--- src/core/pgst_pkg.sv ---
// shared constants for the pattern generator self-test block
package pgst_pkg;
	// ***************************************************************
	// register map (byte offsets, one 32-bit word each)
	// ***************************************************************
	localparam logic [7:0] OFS_CTRL = 8'h00;
	localparam logic [7:0] OFS_STATUS = 8'h04;
	localparam logic [7:0] OFS_LOOP_LO = 8'h08;
	localparam logic [7:0] OFS_LOOP_HI = 8'h0c;
	localparam logic [7:0] OFS_CLOCK = 8'h10;
	localparam logic [7:0] OFS_SIMPLE = 8'h14;
	localparam logic [7:0] OFS_PERSIST = 8'h18;
	localparam logic [7:0] OFS_MARCH = 8'h1c;
	localparam logic [7:0] OFS_PAUSE = 8'h20;
	localparam logic [7:0] OFS_DECODE = 8'h24;
	// control and status fields
	localparam int CTRL_START_BIT = 0;
	localparam int CTRL_SEL_LSB = 1;
	localparam int STAT_BUSY_BIT = 0;
	localparam int STAT_DONE_BIT = 1;
	localparam int STAT_PASS_BIT = 2;
	localparam int STAT_FAIL_LSB = 4;
	localparam logic [2:0] RST_SEL = 3'h0;
	// test selection codes
	localparam logic [2:0] T_LOOP = 3'h0;
	localparam logic [2:0] T_CLOCK = 3'h1;
	localparam logic [2:0] T_SIMPLE = 3'h2;
	localparam logic [2:0] T_PERSIST = 3'h3;
	localparam logic [2:0] T_MARCH = 3'h4;
	localparam logic [2:0] T_PAUSE = 3'h5;
	localparam logic [2:0] T_DECODE = 3'h6;
	localparam logic [2:0] T_ALL = 3'h7;
	// ***************************************************************
	// timing
	// ***************************************************************
	localparam int CLK_NS = 4;
	localparam int SETTLE_NS = 2000;
	localparam int SETTLE_CYC = (SETTLE_NS + CLK_NS - 1) / CLK_NS;
	localparam int PERSIST_MS = 100;
	localparam int PERSIST_CYC = PERSIST_MS * 1000000 / CLK_NS;
	localparam int MARCH_PASSES = 5;
	// ***************************************************************
	// patterns and result codes
	// ***************************************************************
	localparam logic [7:0] PAT_ZERO = 8'h00;
	localparam logic [7:0] PAT_ONE = 8'hff;
	localparam logic [7:0] PAT_ALT = 8'h55;
	localparam logic [7:0] PAT_PERSIST = 8'ha5;
	localparam logic [7:0] PAT_WALK = 8'h01;
	localparam logic [23:0] LOOP_ADDR = 24'h000000;
	localparam logic [3:0] CLK_NO_RUN = 4'h1;
	localparam logic [3:0] CLK_NO_STOP = 4'h2;
	localparam logic [3:0] PSE_BRK_NONE = 4'h1;
	localparam logic [3:0] PSE_NOEVENT = 4'h2;
	localparam logic [3:0] PSE_ANY = 4'h3;
	localparam logic [3:0] DEC_NO_BREAK = 4'h1;
	localparam logic [3:0] DEC_NO_SWSTOP = 4'h2;
	localparam logic [3:0] DEC_NO_BRKSTOP = 4'h4;
	localparam logic [3:0] DEC_OTHER = 4'h8;
	// pause pattern modes and stop kinds
	localparam logic [1:0] PM_NONE = 2'h0;
	localparam logic [1:0] PM_NOEVENT = 2'h1;
	localparam logic [1:0] PM_ANY = 2'h2;
	localparam logic STOP_HALT = 1'b0;
	localparam logic STOP_BREAK = 1'b1;
endpackage

--- src/core/pgst_run_probe.sv ---
// run, sample, stop and sample again against the module run/halt control
module pgst_run_probe (
	// clock and reset
	input wire logic sys_clk,
	input wire logic rst,
	// request
	input wire logic start,
	input wire logic stop_kind,
	// run/halt control of the module
	output logic run_cmd,
	output logic halt_cmd,
	output logic break_cmd,
	input wire logic module_running,
	input wire logic stopped_by_break,
	// result
	output logic done,
	output logic run1,
	output logic run2,
	output logic by_brk
);
	typedef enum logic [2:0] {P_IDLE, P_WAIT1, P_WAIT2, P_DONE} pgst_prb_t;
	localparam logic [15:0] SETTLE = 16'(pgst_pkg::SETTLE_CYC);

	pgst_prb_t state;
	logic [15:0] cnt;
	logic run_s0, run_s1, brk_s0, brk_s1;
	logic kind;

	// status pins come from another domain, two flops first
	always_ff @(posedge sys_clk or posedge rst) begin
		if (rst) begin
			run_s0 <= 1'b0;
			run_s1 <= 1'b0;
			brk_s0 <= 1'b0;
			brk_s1 <= 1'b0;
		end else begin
			run_s0 <= module_running;
			run_s1 <= run_s0;
			brk_s0 <= stopped_by_break;
			brk_s1 <= brk_s0;
		end
	end

	// sequence: run, settle, sample, stop, settle, sample
	always_ff @(posedge sys_clk or posedge rst) begin
		if (rst) begin
			state <= P_IDLE;
			cnt <= 16'h0000;
			kind <= 1'b0;
			run_cmd <= 1'b0;
			halt_cmd <= 1'b0;
			break_cmd <= 1'b0;
			done <= 1'b0;
			run1 <= 1'b0;
			run2 <= 1'b0;
			by_brk <= 1'b0;
		end else begin
			run_cmd <= 1'b0;
			halt_cmd <= 1'b0;
			break_cmd <= 1'b0;
			done <= 1'b0;
			case (state)
				P_IDLE: begin
					if (start) begin
						kind <= stop_kind;
						run_cmd <= 1'b1;
						cnt <= SETTLE;
						state <= P_WAIT1;
					end
				end
				P_WAIT1: begin
					cnt <= cnt - 16'h0001;
					if (cnt == 16'h0001) begin
						run1 <= run_s1;
						halt_cmd <= (kind == pgst_pkg::STOP_HALT);
						break_cmd <= (kind == pgst_pkg::STOP_BREAK);
						cnt <= SETTLE;
						state <= P_WAIT2;
					end
				end
				P_WAIT2: begin
					cnt <= cnt - 16'h0001;
					if (cnt == 16'h0001) begin
						run2 <= run_s1;
						by_brk <= brk_s1;
						state <= P_DONE;
					end
				end
				P_DONE: begin
					done <= 1'b1;
					state <= P_IDLE;
				end
				default: state <= P_IDLE;
			endcase
		end
	end
endmodule

--- src/core/pgst_mem_tester.sv ---
// one fill-and-verify pass over a module memory range
module pgst_mem_tester #(
	parameter int AW = 24
) (
	// clock and reset
	input wire logic sys_clk,
	input wire logic rst,
	// pass request
	input wire logic start,
	input wire logic [7:0] pattern,
	input wire logic alt,
	input wire logic hold,
	input wire logic [31:0] hold_cycles,
	input wire logic [AW-1:0] base,
	input wire logic [AW-1:0] last,
	// module memory, read data one cycle after the read strobe
	output logic [AW-1:0] mem_addr,
	output logic [7:0] mem_wdata,
	output logic mem_we,
	output logic mem_re,
	input wire logic [7:0] mem_rdata,
	// result
	output logic done,
	output logic [6:0] chip_fail,
	output logic fail_any,
	output logic [AW-1:0] fail_addr,
	output logic [7:0] fail_exp,
	output logic [7:0] fail_act
);
	typedef enum logic [2:0] {M_IDLE, M_WRITE, M_HOLD, M_READ, M_DRAIN}
		pgst_mem_t;

	pgst_mem_t state;
	logic [AW-1:0] addr, last_q, base_q, chk_addr;
	logic [7:0] pat_q, chk_exp;
	logic alt_q, hold_q, chk;
	logic [31:0] hcnt;
	wire [7:0] data_now = pat_q ^ ((alt_q && addr[0]) ? 8'hff : 8'h00);
	wire mismatch = chk && (mem_rdata != chk_exp);
	// chips are address slices; the two top chips share one bit
	wire [2:0] chip_idx = chk_addr[AW-1 -: 3];
	wire [2:0] chip_bit = (chip_idx == 3'h7) ? 3'h6 : chip_idx;

	// issue writes then reads, compare one cycle after each read
	always_ff @(posedge sys_clk or posedge rst) begin
		if (rst) begin
			state <= M_IDLE;
			addr <= '0;
			last_q <= '0;
			base_q <= '0;
			pat_q <= 8'h00;
			alt_q <= 1'b0;
			hold_q <= 1'b0;
			hcnt <= 32'h0;
			mem_addr <= '0;
			mem_wdata <= 8'h00;
			mem_we <= 1'b0;
			mem_re <= 1'b0;
			chk <= 1'b0;
			chk_addr <= '0;
			chk_exp <= 8'h00;
			done <= 1'b0;
			chip_fail <= 7'h00;
			fail_any <= 1'b0;
			fail_addr <= '0;
			fail_exp <= 8'h00;
			fail_act <= 8'h00;
		end else begin
			mem_we <= 1'b0;
			mem_re <= 1'b0;
			done <= 1'b0;
			chk <= mem_re;
			chk_addr <= mem_addr;
			chk_exp <= mem_wdata;
			if (mismatch) begin
				chip_fail[chip_bit] <= 1'b1;
				if (!fail_any) begin // keep first failure only
					fail_any <= 1'b1;
					fail_addr <= chk_addr;
					fail_exp <= chk_exp;
					fail_act <= mem_rdata;
				end
			end
			case (state)
				M_IDLE: begin
					if (start) begin
						addr <= base;
						base_q <= base;
						last_q <= last;
						pat_q <= pattern;
						alt_q <= alt;
						hold_q <= hold;
						hcnt <= hold_cycles;
						chip_fail <= 7'h00;
						fail_any <= 1'b0;
						state <= M_WRITE;
					end
				end
				M_WRITE: begin
					mem_we <= 1'b1;
					mem_addr <= addr;
					mem_wdata <= data_now;
					addr <= addr + 1'b1;
					if (addr == last_q) begin
						addr <= base_q;
						state <= hold_q ? M_HOLD : M_READ;
					end
				end
				M_HOLD: begin // retention interval
					hcnt <= hcnt - 32'h1;
					if (hcnt <= 32'h1) begin
						state <= M_READ;
					end
				end
				M_READ: begin
					mem_re <= 1'b1;
					mem_addr <= addr;
					mem_wdata <= data_now;
					addr <= addr + 1'b1;
					if (addr == last_q) begin
						state <= M_DRAIN;
					end
				end
				M_DRAIN: begin
					if (!mem_re && !chk) begin
						done <= 1'b1;
						state <= M_IDLE;
					end
				end
				default: state <= M_IDLE;
			endcase
		end
	end
endmodule

--- src/core/pgst_top.sv ---
// self-test sequencer for the pattern generator module
// Summary of operation
// - loopback walks ones at one address
// - loopback fail word: address, expected, actual
// - clock test: three modes, run then stop
// - clock codes at 15:12, 11:8, 7:4
// - simple fill zeros, ones, alternating, verify
// - one fail bit per chip, 7/8 share
// - persistence writes, waits long, then verifies
// - marching walking patterns, five passes each
// - marching test excluded from run-all
// - pause codes 1, 2, 3 per failure kind
// - decoder test: run, halt, run, break
// - decoder flags 1,2,4,8 ored in 3:0
module pgst_top #(
	parameter int AW = 24,
	parameter logic [23:0] MEM_LAST = 24'hffffff,
	parameter int PERSIST_CYCLES = pgst_pkg::PERSIST_CYC
) (
	// clock and reset
	input wire logic sys_clk,
	input wire logic rst,
	// register port
	input wire logic [7:0] reg_addr,
	input wire logic [31:0] reg_wdata,
	input wire logic reg_wr,
	input wire logic reg_rd,
	output logic [31:0] reg_rdata,
	// module memory under test
	output logic [AW-1:0] mem_addr,
	output logic [7:0] mem_wdata,
	output logic mem_we,
	output logic mem_re,
	input wire logic [7:0] mem_rdata,
	// clock mode, pause pattern and run/halt control
	output logic [1:0] clk_mode_sel,
	output logic [1:0] pause_event_sel,
	output logic [1:0] pause_mode,
	output logic run_cmd,
	output logic halt_cmd,
	output logic break_cmd,
	input wire logic module_running,
	input wire logic stopped_by_break
);
	typedef enum logic [2:0] {S_IDLE, S_PICK, S_MGO, S_MWAIT, S_PGO,
		S_PWAIT, S_ADV} pgst_state_t;

	// ***************************************************************
	// elaboration checks
	// ***************************************************************
	if (AW < 3 || AW > 24) begin : g_bad_aw
		$error("address width must be 3 to 24");
	end
	if (PERSIST_CYCLES < 1) begin : g_bad_hold
		$error("retention interval must be at least one cycle");
	end

	// ***************************************************************
	// state
	// ***************************************************************
	pgst_state_t state;
	logic [2:0] cur, sel;
	logic all_mode, done, loop_seen;
	logic [3:0] step;
	logic [2:0] sub;
	logic [39:0] res_loop;
	logic [15:0] res_clk, res_pause;
	logic [6:0] res_simple, res_pers, res_march;
	logic [3:0] res_dec;

	// sub-block wires
	logic mt_done, mt_fail;
	logic [6:0] mt_chips;
	logic [AW-1:0] mt_faddr;
	logic [7:0] mt_fexp, mt_fact;
	logic pr_done, pr_run1, pr_run2, pr_brk;
	logic sub_last, step_last;

	// ***************************************************************
	// decode
	// ***************************************************************
	wire busy = (state != S_IDLE);
	wire wr_ctrl = reg_wr && (reg_addr == pgst_pkg::OFS_CTRL);
	wire wr_stat = reg_wr && (reg_addr == pgst_pkg::OFS_STATUS);
	wire go = wr_ctrl && reg_wdata[pgst_pkg::CTRL_START_BIT] && !busy;
	wire [2:0] go_sel = reg_wdata[pgst_pkg::CTRL_SEL_LSB +: 3];
	wire is_mem = (cur == pgst_pkg::T_LOOP) || (cur == pgst_pkg::T_SIMPLE)
		|| (cur == pgst_pkg::T_PERSIST) || (cur == pgst_pkg::T_MARCH);
	wire finish = (state == S_ADV) && sub_last && step_last
		&& (!all_mode || cur == pgst_pkg::T_DECODE);

	// per-test sequence lengths
	assign sub_last = (cur == pgst_pkg::T_MARCH) ?
		(sub == 3'(pgst_pkg::MARCH_PASSES - 1)) :
		(cur == pgst_pkg::T_PAUSE) ? (sub == 3'h2) : 1'b1;
	assign step_last =
		(cur == pgst_pkg::T_LOOP) ? (step == 4'h7) :
		(cur == pgst_pkg::T_CLOCK) ? (step == 4'h2) :
		(cur == pgst_pkg::T_SIMPLE) ? (step == 4'h2) :
		(cur == pgst_pkg::T_PERSIST) ? 1'b1 :
		(cur == pgst_pkg::T_MARCH) ? (step == 4'hf) :
		(cur == pgst_pkg::T_PAUSE) ? (step == 4'h3) : (step == 4'h1);
	// run-all skips the marching test, it can run for over ten seconds
	wire [2:0] next_test = (cur == pgst_pkg::T_PERSIST) ?
		pgst_pkg::T_PAUSE : cur + 3'h1;

	// memory pass settings
	wire [7:0] walk = pgst_pkg::PAT_WALK << step[2:0];
	wire [7:0] mt_pat =
		(cur == pgst_pkg::T_LOOP) ? walk :
		(cur == pgst_pkg::T_SIMPLE) ? ((step == 4'h0) ? pgst_pkg::PAT_ZERO :
			(step == 4'h1) ? pgst_pkg::PAT_ONE : pgst_pkg::PAT_ALT) :
		(cur == pgst_pkg::T_PERSIST) ? pgst_pkg::PAT_PERSIST :
		(step[3] ? ~walk : walk);
	wire mt_alt = (cur == pgst_pkg::T_SIMPLE && step == 4'h2)
		|| (cur == pgst_pkg::T_PERSIST);
	wire mt_hold = (cur == pgst_pkg::T_PERSIST);
	wire [AW-1:0] loop_a = pgst_pkg::LOOP_ADDR[AW-1:0];
	wire [AW-1:0] mt_base = (cur == pgst_pkg::T_LOOP) ? loop_a : '0;
	wire [AW-1:0] mt_last = (cur == pgst_pkg::T_LOOP) ? loop_a :
		MEM_LAST[AW-1:0];

	// probe settings: clock test, decoder first run and noevent pause use a halt
	wire pr_kind = ((cur == pgst_pkg::T_CLOCK)
		|| (cur == pgst_pkg::T_PAUSE && sub == 3'h1)
		|| (cur == pgst_pkg::T_DECODE && step == 4'h0)) ?
		pgst_pkg::STOP_HALT : pgst_pkg::STOP_BREAK;

	// clock result: 300 MHz code highest, nibble moves down per mode
	wire [3:0] clk_code = !pr_run1 ? pgst_pkg::CLK_NO_RUN :
		pr_run2 ? pgst_pkg::CLK_NO_STOP : 4'h0;
	wire [4:0] clk_sh = 5'(12 - 4 * int'(step));
	// pause result: event A at bits 3:0 upward to D, first code kept
	wire [4:0] pse_sh = 5'(4 * int'(step));
	wire pse_free = ((res_pause >> pse_sh) & 16'h000f) == 16'h0000;
	wire [3:0] pse_code =
		(sub == 3'h0) ? (pr_run2 ? pgst_pkg::PSE_BRK_NONE : 4'h0) :
		(sub == 3'h1) ? (!pr_run1 ? pgst_pkg::PSE_NOEVENT : 4'h0) :
		(pr_run2 ? pgst_pkg::PSE_ANY : 4'h0);
	// decoder flags, ored together
	wire [3:0] dec_flags = (!pr_run1 ? pgst_pkg::DEC_NO_BREAK : 4'h0)
		| ((pr_run2 && step == 4'h0) ? pgst_pkg::DEC_NO_SWSTOP : 4'h0)
		| ((pr_run2 && step == 4'h1) ? pgst_pkg::DEC_NO_BRKSTOP : 4'h0)
		| ((!pr_run2 && !pr_brk && step == 4'h1) ?
			pgst_pkg::DEC_OTHER : 4'h0);

	// per-test fail flags and overall pass
	wire [6:0] fails = {res_dec != 4'h0, res_pause != 16'h0,
		res_march != 7'h0, res_pers != 7'h0, res_simple != 7'h0,
		res_clk != 16'h0, res_loop != 40'h0};
	wire pass = done && (fails == 7'h00);

	// ***************************************************************
	// sequencer
	// ***************************************************************
	always_ff @(posedge sys_clk or posedge rst) begin
		if (rst) begin
			state <= S_IDLE;
			cur <= pgst_pkg::T_LOOP;
			all_mode <= 1'b0;
			step <= 4'h0;
			sub <= 3'h0;
			clk_mode_sel <= 2'h0;
			pause_event_sel <= 2'h0;
			pause_mode <= pgst_pkg::PM_NONE;
		end else begin
			case (state)
				S_IDLE: begin
					if (go) begin
						all_mode <= (go_sel == pgst_pkg::T_ALL);
						cur <= (go_sel == pgst_pkg::T_ALL) ?
							pgst_pkg::T_LOOP : go_sel;
						step <= 4'h0;
						sub <= 3'h0;
						state <= S_PICK;
					end
				end
				S_PICK: begin
					// selects move only in their own test, no stray codes
					if (cur == pgst_pkg::T_CLOCK) begin
						clk_mode_sel <= step[1:0];
					end
					if (cur == pgst_pkg::T_PAUSE) begin
						pause_event_sel <= step[1:0];
						pause_mode <= sub[1:0];
					end
					state <= is_mem ? S_MGO : S_PGO;
				end
				S_MGO: state <= S_MWAIT;
				S_MWAIT: state <= mt_done ? S_ADV : S_MWAIT;
				S_PGO: state <= S_PWAIT;
				S_PWAIT: state <= pr_done ? S_ADV : S_PWAIT;
				S_ADV: begin
					state <= S_PICK;
					if (!sub_last) begin
						sub <= sub + 3'h1;
					end else if (!step_last) begin
						sub <= 3'h0;
						step <= step + 4'h1;
					end else if (finish) begin
						state <= S_IDLE;
					end else begin
						sub <= 3'h0;
						step <= 4'h0;
						cur <= next_test;
					end
				end
				default: state <= S_IDLE;
			endcase
		end
	end

	// result capture, cleared when a run starts
	always_ff @(posedge sys_clk or posedge rst) begin
		if (rst) begin
			res_loop <= 40'h0;
			loop_seen <= 1'b0;
			res_clk <= 16'h0;
			res_simple <= 7'h00;
			res_pers <= 7'h00;
			res_march <= 7'h00;
			res_pause <= 16'h0;
			res_dec <= 4'h0;
		end else if (go) begin
			res_loop <= 40'h0;
			loop_seen <= 1'b0;
			res_clk <= 16'h0;
			res_simple <= 7'h00;
			res_pers <= 7'h00;
			res_march <= 7'h00;
			res_pause <= 16'h0;
			res_dec <= 4'h0;
		end else if (state == S_MWAIT && mt_done) begin
			case (cur)
				pgst_pkg::T_LOOP: begin
					if (mt_fail && !loop_seen) begin
						loop_seen <= 1'b1;
						res_loop <= {24'(mt_faddr), mt_fexp,
							mt_fact};
					end
				end
				pgst_pkg::T_SIMPLE: res_simple <= res_simple | mt_chips;
				pgst_pkg::T_PERSIST: res_pers <= res_pers | mt_chips;
				pgst_pkg::T_MARCH: res_march <= res_march | mt_chips;
				default: res_dec <= res_dec;
			endcase
		end else if (state == S_PWAIT && pr_done) begin
			case (cur)
				pgst_pkg::T_CLOCK: res_clk <= res_clk
					| (16'(clk_code) << clk_sh);
				pgst_pkg::T_PAUSE: begin
					if (pse_free) begin
						res_pause <= res_pause
							| (16'(pse_code) << pse_sh);
					end
				end
				default: res_dec <= res_dec | dec_flags;
			endcase
		end
	end

	// ***************************************************************
	// register port
	// ***************************************************************
	// done is set by the sequencer and wins over a software clear
	always_ff @(posedge sys_clk or posedge rst) begin
		if (rst) begin
			done <= 1'b0;
			sel <= pgst_pkg::RST_SEL;
		end else begin
			if (wr_ctrl && !busy) begin
				sel <= go_sel;
			end
			if (finish) begin
				done <= 1'b1;
			end else if (go || (wr_stat &&
				reg_wdata[pgst_pkg::STAT_DONE_BIT])) begin
				done <= 1'b0;
			end
		end
	end

	// read mux, data one cycle after the strobe, unmapped reads zero
	logic [31:0] rd_mux;
	always_comb begin
		rd_mux = 32'h0;
		case (reg_addr)
			pgst_pkg::OFS_CTRL: rd_mux[pgst_pkg::CTRL_SEL_LSB +: 3] = sel;
			pgst_pkg::OFS_STATUS: begin
				rd_mux[pgst_pkg::STAT_BUSY_BIT] = busy;
				rd_mux[pgst_pkg::STAT_DONE_BIT] = done;
				rd_mux[pgst_pkg::STAT_PASS_BIT] = pass;
				rd_mux[pgst_pkg::STAT_FAIL_LSB +: 7] = fails;
			end
			pgst_pkg::OFS_LOOP_LO: rd_mux = res_loop[31:0];
			pgst_pkg::OFS_LOOP_HI: rd_mux[7:0] = res_loop[39:32];
			pgst_pkg::OFS_CLOCK: rd_mux[15:0] = res_clk;
			pgst_pkg::OFS_SIMPLE: rd_mux[6:0] = res_simple;
			pgst_pkg::OFS_PERSIST: rd_mux[6:0] = res_pers;
			pgst_pkg::OFS_MARCH: rd_mux[6:0] = res_march;
			pgst_pkg::OFS_PAUSE: rd_mux[15:0] = res_pause;
			pgst_pkg::OFS_DECODE: rd_mux[3:0] = res_dec;
			default: rd_mux = 32'h0;
		endcase
	end

	always_ff @(posedge sys_clk or posedge rst) begin
		if (rst) begin
			reg_rdata <= 32'h0;
		end else begin
			reg_rdata <= reg_rd ? rd_mux : 32'h0;
		end
	end

	// ***************************************************************
	// sub-blocks
	// ***************************************************************
	pgst_mem_tester #(.AW(AW)) u_mem (
		.sys_clk(sys_clk), .rst(rst), .start(state == S_MGO),
		.pattern(mt_pat), .alt(mt_alt), .hold(mt_hold),
		.hold_cycles(32'(PERSIST_CYCLES)), .base(mt_base),
		.last(mt_last), .mem_addr(mem_addr), .mem_wdata(mem_wdata),
		.mem_we(mem_we), .mem_re(mem_re), .mem_rdata(mem_rdata),
		.done(mt_done), .chip_fail(mt_chips), .fail_any(mt_fail),
		.fail_addr(mt_faddr), .fail_exp(mt_fexp), .fail_act(mt_fact)
	);

	pgst_run_probe u_probe (
		.sys_clk(sys_clk), .rst(rst), .start(state == S_PGO),
		.stop_kind(pr_kind), .run_cmd(run_cmd), .halt_cmd(halt_cmd),
		.break_cmd(break_cmd), .module_running(module_running),
		.stopped_by_break(stopped_by_break), .done(pr_done),
		.run1(pr_run1), .run2(pr_run2), .by_brk(pr_brk)
	);
endmodule

--- config.mk ---
export PLATFORM = sky130hd
export DESIGN_NAME = pgst_top
export DESIGN_NICKNAME = d
export VERILOG_FILES = /design/src/core/pgst_pkg.sv /design/src/core/pgst_run_probe.sv /design/src/core/pgst_mem_tester.sv /design/src/core/pgst_top.sv
export SDC_FILE = /design/constraint.sdc
export NUM_CORES = 1
export LEC_CHECK = 0
export ABC_CLOCK_PERIOD_IN_PS = 15000
export CORE_MARGIN = 3
export CORE_UTILIZATION = 45
export CTS_CLUSTER_DIAMETER = 150
export DETAILED_ROUTE_END_ITERATION = 6
export DONT_BUFFER_PORTS = 1
export GPL_TIMING_DRIVEN = 0
export PLACE_DENSITY_LB_ADDON = 0.2
export SYNTH_ARGS = -nofsm -noshare
export SYNTH_HDL_FRONTEND = slang
export SYNTH_HIERARCHICAL = 1
export SYNTH_SLANG_ARGS = --single-unit
--- constraint.sdc ---
create_clock -name sys_clk -period 15 [get_ports sys_clk]
set_clock_uncertainty 0.05 [all_clocks]
set_input_delay 0.75 -clock sys_clk [delete_from_list [all_inputs] [get_ports sys_clk]]
set_output_delay 0.75 -clock sys_clk [all_outputs]
set_load 0.01 [all_outputs]
### Word level (Yosys, flattened, before mapping)

Cells that the tools add are included.
Widths: inputs -> output; s select.

| word-level totals | value |
|---|---|
| flip-flop bits (word level) | 394 |
| word-level logic and storage cells | 367 |

| cells by class | value |
|---|---|
| add/subtract/negate cells | 7 |
| $lt $le $gt $ge | 3 |
| equality and inequality tests | 57 |
| shift operators | 4 |
| mux-type cells | 133 |
| bitwise gates (word level) | 14 |
| reduce and logical (&&, ||, !) cells | 96 |

Operator list:

| cell | number |
|---|---|
| $mux 16 | 12 |
| $mux 40 | 4 |
| $mux 7 | 12 |
| $mux 24 | 3 |
| $pmux 24 s3 | 1 |
| $mux 3 | 23 |
| $mux 32 | 2 |
| $pmux 32 s2 | 1 |
| $mux 8 | 7 |
| $pmux 16 s3 | 1 |
| $reduce_bool 40->1 | 1 |
| $mux 1 | 36 |
| $mux 4 | 9 |
| $eq 8x5->1 const B | 4 |
| $le 32x1->1 const B | 1 |
| $or 16x16->16 | 2 |
| $reduce_bool 16->1 | 2 |
| $shl 2x5->16 | 2 |
| $sub 32x1->32 const B | 1 |
| $eq 3x3->1 const B | 10 |
| $or 7x7->7 | 4 |
| $reduce_and 2->1 | 14 |
| $eq 3x2->1 const B | 9 |
| $reduce_bool 2->1 | 13 |
| other kinds (59) | 140 |

### Depth between registers and ports, before layout

Gate-level depths: netlist of run 1.

| logic depth | value |
|---|---|
| depth in word-level cells | 13 |
| depth in mapped cells | 11 |
| mapped depth without buffers | 10 |

### Modules after synthesis

The synthesis of run 1 kept the hierarchy.

By module, submodules not included:

| module | times used | cells an instance | area an instance (um^2) | seq. area each (um^2) |
|---|---|---|---|---|
| pgst_mem_tester | 1 | 1,054 | 10,297.4 | 5,830.6 |
| pgst_top | 1 | 765 | 6,910.4 | 3,453.3 |
| pgst_run_probe | 1 | 157 | 1,569.0 | 750.7 |

### Least setup slack after synthesis of run 1

Ideal clock, no wire load.

| path | value |
|---|---|
| kind | register -> register |
| start point | register u_mem.hcnt[14] |
| end point | register u_mem.hcnt[27] |
| arrival time | 2.356 ns |
| data required time | 14.856 ns |
| path slack | 12.500 ns |
| stages on the path, launching flop included | 7 |
| buffers on the path | 0 |
| cell sequence | dfrtp_1 -> or4_4 -> or4_4 -> or4b_4 -> nor4_4 -> nor3_1 -> a211oi_1 |

| between the ends | value |
|---|---|
| cells in the longest elaborated chain, start to end | 2 |

RTL lines:

| item | RTL line | source |
|---|---|---|
| from (decl) | pgst_mem_tester.sv:37 | `logic [31:0] hcnt;` |
| from (signal assigned) | pgst_mem_tester.sv:93 | `hcnt <= hold_cycles;` |
| from (signal assigned) | pgst_mem_tester.sv:110 | `hcnt <= hcnt - 32'h1;` |
| $sub 32x1->32 | pgst_mem_tester.sv:110 |  |
| $pmux 32 s2 | pgst_mem_tester.sv:84 | `case (state)` |

No other way between the ends.
A chain may end at the register's enable or synchronous reset.

==> results.json, run 1 <==
{
  "drv_slew": 0,
  "r2r_cells": 10,
  "cts_post_setup_buffers_inserted": 0,
  "fin_setup_tns_ns": 0,
  "synthArstFlopShare_pct": 100,
  "pin_count": 129,
  "drt_iter0_drc": 1357,
  "grt_max_degree": 121,
  "crit_required_ns": 15.44,
  "yosys.area.top_type": "dfrtp_1",
  "synth_top_area_share_pct": 53.4,
  "synthFlopType": "dfrtp_1",
  "endpoint": "u_mem/addr[22]",
  "status": "finished clean",
  "drt_drc_violations_left": 0,
  "drt.antenna.violating_nets": 0,
  "crit_type": "reg -> reg",
  "rows": 74,
  "wl_mm": 52.7,
  "synth.most_common_cell": "nand2_1",
  "tritoncts": "yes",
  "ir_drop_uv": 86.6,
  "grt_pass1_wl_mm": 84.5,
  "design.core.area_sq_um": 41000,
  "critPathLaunch": "state[1]",
  "ys_seq_elements": 401,
  "yosys.area_share.simple_pct": 23.5,
  "worstMarginPinSlew_ns": 1.11,
  "first_pass_iters": 5,
  "wire_per_inst_um": 19.8,
  "p_leak_nw": 9.53,
  "start_kind": "flop",
  "synth_top_family_by_area": "simple AND/OR/NAND/NOR gates",
  "yosysSeqAreaShare_pct": 53.4,
  "min_path_type": "in -> async",
  "synthTopCellsByCount": "nand2_1 (421), dfrtp_1 (401), nor2_1 (188)",
  "fin_crit_ns": 3.67,
  "p_total_w": 0.00221,
  "worstReg2RegStart": "state[1]",
  "start_util_pct": 45.8,
  "synth_edf_count": 0,
  "grt_overflow": 0,
  "fin_crit_sh_pct": 24.5,
  "synthMuxAreaShare_pct": 3.76,
  "synth-compound-area-share_pct": 12.4,
  "ctsResizeCount": 0,
  "cts_root_buffer": "clkbuf_16",
  "antenna_found_initial": 1,
  "post_synth.cell_area_avg_sq_um": 9.50,
  "rsz0062_at_grt": "no",
  "hold_viol_final": 0,
  "nets": 2179,
  "crit_arrival_ns": 4.11,
  "max_cap_violations": 0,
  "cts_max_level": 2,
  "synth_fa_ha_area_share_pct": 1.67,
  "clkSinkCount": 401,
  "portBuffers": 0,
  "cts.path.max_buffers": 3,
  "power_density_nw_per_um2": 104,
  "diodes": 0,
  "endpoint_kind": "flop",
  "synthXorXnorAreaFrac_pct": 2.10,
  "crit_fanout": 10,
  "fp.dieW_um": 210,
  "gp_congestion": 0.904,
  "layout-drive-gt1-share_pct": 8.67,
  "area_delta_synth_final_pct": 13.2,
  "post-dp-hpwl_mm": 38.3,
  "viasPerCell": 5.66,
  "reg2reg_setup_slack_ns": 11.33,
  "vias": 15085,
  "yosysWarnings": 6,
  "relSlewSlack_pct": 25.2,
  "r2r-end": "u_mem/addr[22]",
  "grt_pass1_vias": 14837,
  "setup_viol": 0,
  "synthDistinctLibCells": 82,
  "die_h_um": 210,
  "clk_latency_ns": 0.57,
  "synth_area_sq_um": 18800,
  "fillers": 3738,
  "cts_inserted_buffers": 43,
  "synth_area_leaders": "dfrtp_1 (53%), nand2_1 (8.4%), nor2_1 (3.8%)",
  "clkSlewWorstSetupHoldPaths_ns": 0.06,
  "syn-instance-count": 1976,
  "fmax_mhz": 272,
  "track_usage_pct": 24.1,
  "dieArea_sq_um": 44200
}
[how the worst min path moves through the flow]
stage / from / to / slack (ns) / cells after the start
2_1_floorplan: u_probe/brk_s0 / u_probe/brk_s1 / 0.28 / 0
3_3_place_gp: u_probe/brk_s0 / u_probe/brk_s1 / 0.29 / 0
4_1_cts: rst / reg_rdata[19] / 0.1 / 1
3_5_place_dp: u_probe/run_s0 / u_probe/run_s1 / 0.28 / 0
6_report: rst / reg_rdata[19] / 0.08 / 1
5_1_grt: rst / reg_rdata[19] / 0.13 / 1
[final cells by class]
cell class	count	area, sq um	area share, %
sequential	401	10000	47.2
multi-input combinational	1503	8430	39.7
clock buffer	56	1210	5.72
tap	532	666	3.13
buffer	114	472	2.22
clock inverter	22	213	1.00
inverter	33	136	0.642
timing repair buffer	4	92.6	0.436
[stage by stage]
stage | worst slack, ns | instances | hold WS (ns) | util, % | instance area, sq um
5_1_grt | 11.07 | 2665 | 0.126 | 51.8 | 21300
4_1_cts | 11.41 | 2665 | 0.0974 | 51.8 | 21300
3_5_place_dp | 11.44 | 2586 | 0.285 | 48.3 | 19800
2_1_floorplan | 7.81 | 2051 | 0.281 | - | 19100
3_3_place_gp | 5.18 | 2583 | 0.290 | 48.1 | 19700
6_report | 11.33 | 2665 | 0.0830 | 51.8 | 21300
[cell families after synthesis]
logic type | after synthesis
XOR/XNOR | 45
AO/OA/AOI/OAI | 351
adder cells (fa/ha/maj) | 25
flip-flops | 401
AND/OR/NAND/NOR | 941
buffers and inverters | 147
multiplexers | 64
other | 2
[where the power goes]
group / switching (W) / total, W / internal, W / leakage (nW)
Clock: 0.000447 / 0.00107 / 0.000625 / 0.699
Combinational: 0.0000368 / 0.0000486 / 0.0000118 / 4.07
Sequential: 0.00000550 / 0.00109 / 0.00109 / 4.76
[flip-flops by register name, indices dropped and copies added, names as in the netlist, 8 cells and up]
name	flops
res_loop	40
res_clk	8
u_mem/last_q	24
u_mem/fail_addr	24
u_mem/mem_wdata	8
u_mem/base_q	24
u_mem/fail_act	8
u_probe/cnt	16
u_mem/addr	24
u_mem/fail_exp	8
u_mem/mem_addr	24
u_mem/hcnt	32
res_pause	8
reg_rdata	32
u_mem/chk_exp	8
u_mem/pat_q	8
u_mem/chk_addr	24
[layer usage]
metal / up-vias / wire [um] / global-route usage, %
li1: 7142 / - / -
met1: 7423 / 23100 / 32.4
met2: 421 / 24800 / 39.4
met3: 97 / 3040 / 4.41
met4: 2 / 1720 / 8.67
met5: - / 13 / 0
[critical path, cell delays in order (launching register included)]
cell      delay, ns
dfrtp_1        0.32
clkbuf_1       0.29
nand2_1        0.15
nor2_1         0.41
or4b_2         0.62
clkbuf_1       0.21
clkbuf_1       0.28
nand2_1        0.36
clkbuf_1       0.53
o21ai_0        0.20
a21oi_1        0.18
[cells in the final DEF (no fill, tap or decap), types with 38 or more instances in the layout]
master | Yosys | routed
nor2_1 | 188 | 188
mux2_2 | 53 | 53
nand3_1 | 82 | 82
dfrtp_1 | 401 | 401
nor3_1 | 39 | 39
a21oi_1 | 97 | 97
nand2_1 | 421 | 421
conb_1 | 2 | 77
clkbuf_1 | 86 | 89
o21ai_0 | 70 | 70
xor2_1 | 43 | 43
nor4_1 | 38 | 38
clkbuf_16 | 0 | 43
[what timing repair did]
item / CTS / global route
hold buffers: 1 / 0
setup endpoints to repair: 0 / 0
endpoints found under the hold margin: 30 / 0
Note: power is estimated with default switching activity, not from simulation.
==> run 2, diff against run 1 <==
ABC_AREA = 1   (was default)
ABC_CLOCK_PERIOD_IN_PS = 3500   (was 15000)
clock period = 3.5 ns   (was 15 ns; I/O delays follow)
==> results.json, run 2 <==
{
  "grt_pass1_vias": 16004,
  "pin_count": 129,
  "cp_slowest_stage_delay_ns": 0.40,
  "fin_crit_ns": 2.58,
  "grt_max_degree": 45,
  "first_pass_iters": 5,
  "fin_setup_tns_ns": 0,
  "cts_inserted_buffers": 45,
  "synth_area_sq_um": 20000,
  "drt_drc_violations_left": 0,
  "critPathLaunch": "step[0]",
  "yosys.area.top_type": "dfrtp_1",
  "r2r_cells": 11,
  "die_h_um": 217,
  "track_usage_pct": 22.2,
  "path_buf_inv": 4,
  "tritoncts": "yes",
  "cts_root_buffer": "clkbuf_16",
  "crit_cells": 11,
  "max_cap_violations": 0,
  "antenna_found_initial": 0,
  "post_synth.cell_area_avg_sq_um": 7.92,
  "start_kind": "flop",
  "crit_arrival_ns": 3.00,
  "crit_type": "reg -> reg",
  "cts_post_setup_buffers_inserted": 0,
  "synth_top_area_share_pct": 50.1,
  "ys_seq_elements": 401,
  "cts.path.max_buffers": 3,
  "start_util_pct": 46.0,
  "drv_slew": 0,
  "rows": 76,
  "synthFlopType": "dfrtp_1",
  "rsz0062_at_grt": "no",
  "relSlewSlack_pct": 26.6,
  "post-dp-hpwl_mm": 38.5,
  "cts_max_level": 2,
  "dp_slack_ns": 0.972,
  "final_cell_mix": "nand2_1 (634), dfrtp_1 (401), inv_1 (346)",
  "synth_area_leaders": "dfrtp_1 (50%), nand2_1 (12%), inv_1 (6.5%)",
  "endpoint": "u_mem/pat_q[1]",
  "clkSlewWorstSetupHoldPaths_ns": 0.06,
  "portBuffers": 0,
  "cpMaxStageDelayCell": "dfrtp_1",
  "synthDistinctLibCells": 55,
  "grt_pass1_wl_mm": 84.6,
  "synthTopCellsByCount": "nand2_1 (634), dfrtp_1 (401), inv_1 (348)",
  "area_delta_synth_final_pct": 15.0,
  "largestRegisters": "res_loop (40), reg_rdata (32), u_mem/hcnt (32)",
  "diodes": 0,
  "r2r-end": "u_mem/pat_q[1]",
  "drt_iter0_drc": 1324,
  "reg2reg_setup_slack_ns": 0.92,
  "dpl.cell_count": 3200,
  "synth_edf_count": 0,
  "path_cells": "clkbuf_1 > inv_1 > buf_2 > ha_1 > nand2_1 > nor2_1 > inv_1 > a31oi_1 > a22oi_1 > nand2_1 > nand2_1",
  "design.core.area_sq_um": 43600,
  "hold_viol_final": 0,
  "drt.antenna.violating_nets": 0,
  "endpoint_kind": "flop",
  "crit_required_ns": 3.92,
  "clk_latency_ns": 0.59,
  "layout-drive-gt1-share_pct": 8.82,
  "largest_reg_flops": 40,
  "largest_register": "res_loop",
  "min_path_type": "in -> reg",
  "yosysWarnings": 6,
  "synth.most_common_cell": "nand2_1",
  "worstMarginPinSlew_ns": 1.10,
  "ir_drop_uv": 363,
  "vias": 16527,
  "fin_crit_sh_pct": 73.6,
  "nets": 2766,
  "p_leak_nw": 11.9,
  "wire_per_inst_um": 15.6,
  "wl_mm": 51.5,
  "min_from": "reg_addr[1]",
  "viasPerCell": 5.00,
  "gp_congestion": 0.908,
  "design_area_sq_um": 23000,
  "syn-instance-count": 2529,
  "fp.dieW_um": 217,
  "setup_ws_ns": 0.924,
  "clkSinkCount": 401,
  "status": "finished clean",
  "yosysSeqAreaShare_pct": 50.1,
  "setup_viol": 0,
  "hold_slack_ns": 0.0466,
  "synthArstFlopShare_pct": 100,
  "crit_top_cell": "nand2_1",
  "fin_cells": 3307,
  "grt_overflow": 0,
  "dpl_cell_area_sq_um": 21200,
  "worstReg2RegStart": "step[0]",
  "final_common_cell": "nand2_1",
  "power_density_nw_per_um2": 418,
  "cp_top_family": "buffers and inverters",
  "crit_fanout": 11,
  "fmax_mhz": 388,
  "dieArea_sq_um": 47100
}
run 2: area by class of cell:
class                           count  area [sq um]
Fill cell                        4183         20500
Sequential cell                   401         10000
Multi-Input combinational cell   1762          8510
Inverter                          367          1390
Clock buffer                       66          1310
Tap cell                          585           732
Timing Repair Buffer               34           430
Buffer                             76           397
Clock inverter                     16           233
run 2: power breakdown:
part / internal [W] / switching, W / total (W)
registers: 0.00464 / 0.00000194 / 0.00464
logic: 0.0000530 / 0.000137 / 0.000190
clock network: 0.00284 / 0.00195 / 0.00479
total: 0.00753 / 0.00209 / 0.00963
run 2: worst register-to-register path, cell delays in order (launching register included):
cell,delay (ns)
dfrtp_1,0.40
clkbuf_1,0.23
inv_1,0.14
buf_2,0.28
ha_1,0.22
nand2_1,0.10
nor2_1,0.20
inv_1,0.17
a31oi_1,0.37
a22oi_1,0.14
nand2_1,0.11
nand2_1,0.05
run 2: layer usage:
layer	wire, um	track usage (%)
met5	0	0
met4	1660	7.44
met3	2510	4.02
met2	24300	36.8
met1	23000	29.4
run 2: worst min-delay path by stage:
stage / endpoint / slack [ns] / cells past startpoint
CTS: reg_rdata[2] / 0.005 / 7
global placement: u_probe/brk_s0 / 0.16 / 0
finish: reg_rdata[2] / 0.05 / 7
floorplan: u_probe/brk_s0 / 0.16 / 0
detailed placement: u_mem/hcnt[10] / 0.01 / 1
global route: done / 0.05 / 5
run 2: kinds of logic after synthesis:
family	synth area share, %
DFF	50.1
xor gates and xnor gates	2.36
AOI/OAI and AO/OA	11.4
other	0.0375
and+or+nand+nor	25.6
buffers and inverters	8.87
muxes	0.0562
adders and majority gates	1.56
run 2: what timing repair did:
item,CTS,global route
resized for setup,0,0
hold buffers,25,0
hold endpoints to repair,211,0
run 2: stage by stage:
stage / utilization [%] / total power, W
finish: 52.9 / 0.00963
global route: 52.9 / 0.0100
CTS: 52.9 / 0.00977
detailed placement: 48.8 / 0.00490
global placement: 48.4 / 0.00487
floorplan: - / 0.00484
==> run 3, diff against run 2 <==
ABC_CLOCK_PERIOD_IN_PS = 2630   (was 3500)
clock period = 2.63 ns   (was 3.5 ns; I/O delays follow)
==> results.json, run 3 (synthesis gave the netlist of run 2 again) <==
{
  "largest_register": "res_loop",
  "cts.path.max_buffers": 3,
  "first_pass_iters": 5,
  "largestRegisters": "res_loop (40), reg_rdata (32), u_mem/hcnt (32)",
  "path_buf_inv": 3,
  "nets": 2764,
  "min_path_type": "in -> reg",
  "vias": 16454,
  "status": "finished clean",
  "drt_iter0_drc": 1354,
  "rsz0062_at_grt": "yes",
  "die_h_um": 217,
  "layout-drive-gt1-share_pct": 8.86,
  "fin_crit_sh_pct": 93.1,
  "cpMaxStageDelayCell": "inv_1",
  "switchingPower_w": 0.00280,
  "largest_reg_flops": 40,
  "ir_drop_uv": 484,
  "power_frac_clock_pct": 49.9,
  "start_kind": "flop",
  "tritoncts": "yes",
  "worstMarginPinSlew_ns": 1.10,
  "setup_viol": 0,
  "cts_root_buffer": "clkbuf_16",
  "grt_max_degree": 45,
  "fillers": 4178,
  "drt_drc_violations_left": 0,
  "clkSinkCount": 401,
  "design.core.area_sq_um": 43600,
  "crit_arrival_ns": 2.93,
  "internal_power_w": 0.0100,
  "portBuffers": 0,
  "cts_max_level": 2,
  "wire_per_inst_um": 15.6,
  "crit_type": "reg -> reg",
  "grt_pass1_vias": 15999,
  "path_cells": "inv_1 > ha_1 > inv_1 > nor2_2 > inv_1 > nand2_1 > a21oi_1 > a21oi_1 > nand2_1 > nand2_1",
  "clk_latency_ns": 0.59,
  "hold_viol_final": 0,
  "hold_slack_ns": 0.0435,
  "cts_post_setup_buffers_inserted": 0,
  "dieArea_sq_um": 47100,
  "crit_fanout": 30,
  "gp_congestion": 0.908,
  "antenna_found_initial": 0,
  "p_comb_share_pct": 2.0,
  "cts_inserted_buffers": 45,
  "endpoint_kind": "flop",
  "power_density_nw_per_um2": 557,
  "fp.dieW_um": 217,
  "viasPerCell": 4.98,
  "fin_crit_ns": 2.45,
  "swShare_pct": 21.8,
  "seqPwrFrac_pct": 48.2,
  "fin_setup_tns_ns": 0,
  "post-dp-hpwl_mm": 38.5,
  "grt_overflow": 0,
  "area_delta_synth_final_pct": 14.9,
  "fmax_mhz": 409,
  "wl_mm": 51.6,
  "diodes": 0,
  "max_cap_violations": 0,
  "cp_top_family": "buffers and inverters",
  "crit_required_ns": 3.12,
  "grt_pass1_wl_mm": 84.6,
  "drv_slew": 0,
  "clkSlewWorstSetupHoldPaths_ns": 0.06,
  "final_common_cell": "nand2_1",
  "start_util_pct": 46.0,
  "rows": 76,
  "relSlewSlack_pct": 26.8,
  "cp_slowest_stage_delay_ns": 0.57,
  "track_usage_pct": 22.1,
  "drt.antenna.violating_nets": 0,
  "pin_count": 129,
  "p_leak_nw": 11.9,
  "final_cell_mix": "nand2_1 (634), dfrtp_1 (401), inv_1 (346)"
}
run 3: changes by cell type in the layout (fill, tap and decap cells not counted), sizes merged:
| cell | previous run | this run |
|---|---|---|
| buf | 70 | 69 |
| dlygate4sd3 | 25 | 24 |
run 3: worst min-delay path, cell delays in order:
cell and delay, ns:
nor2_1 0.02, nand2_1 0.13, nor2_4 0.08, nand3_1 0.12, a22oi_1 0.12
run 3: path summary, 6_finish.rpt:
check / end / cells after the start / from / slack, ns
setup / recovery: u_mem/pat_q[6] / 10 / cur[0] / 0.18
hold / removal: state[0] / 5 / reg_addr[3] / 0.04
setup reg to reg: u_mem/pat_q[6] / 10 / cur[0] / 0.18
hold reg to reg: u_probe/brk_s1 / 0 / u_probe/brk_s0 / 0.30
max in group asynchronous: reg_rdata[22] / 5 / rst / 1.13
min in group asynchronous: u_mem/hcnt[30] / 2 / rst / 0.07
run 3: layout make-up:
type,instances,area (sq um),area share [%]
timing repair buffer,33,420,1.83
clock buffer,66,1310,5.67
inverter,367,1390,6.03
tap,585,732,3.18
clock inverter,16,233,1.01
buffer,75,395,1.72
sequential,401,10000,43.6
multi-input combinational,1762,8510,37.0
run 3: power by group through the flow:
stage | clock [W] | combinational, W | sequential [W]
2_1_floorplan | 0 | 0.000148 | 0.00629
6_report | 0.00639 | 0.000250 | 0.00618
5_1_grt | 0.00683 | 0.000295 | 0.00617
3_3_place_gp | 0 | 0.000191 | 0.00629
4_1_cts | 0.00656 | 0.000258 | 0.00618
3_5_place_dp | 0 | 0.000228 | 0.00629
run 3: what timing repair did:
item | CTS | global route
setup endpoints to repair | 0 | 8
hold endpoints to repair | 297 | 0
hold buffers | 24 | 0
gates resized for setup | 0 | 2
run 3: stage by stage:
| step | std cells | util [%] | total power, W | instance area [sq um] | setup slack [ns] |
|---|---|---|---|---|---|
| after floorplan | 2606 | - | 0.00644 | 20300 | -0.601 |
| after global placement | 3191 | 48.4 | 0.00648 | 21100 | -1.89 |
| after detailed placement | 3200 | 48.8 | 0.00652 | 21200 | 0.102 |
| after CTS | 3306 | 52.8 | 0.0130 | 23000 | 0.0848 |
| after global routing | 3305 | 52.9 | 0.0133 | 23000 | -0.0289 |
| final | 3305 | 52.9 | 0.0128 | 23000 | 0.183 |
run 3: layer usage:
| metal | up-vias | global-route usage [%] | part of all wire, % |
|---|---|---|---|
| met5 | - | 0 | 0 |
| met1 | 7767 | 29.4 | 45 |
| met4 | 0 | 7.50 | 3.2 |
| met3 | 88 | 4.02 | 5.0 |
| met2 | 374 | 36.7 | 47 |
| li1 | 8225 | - | - |
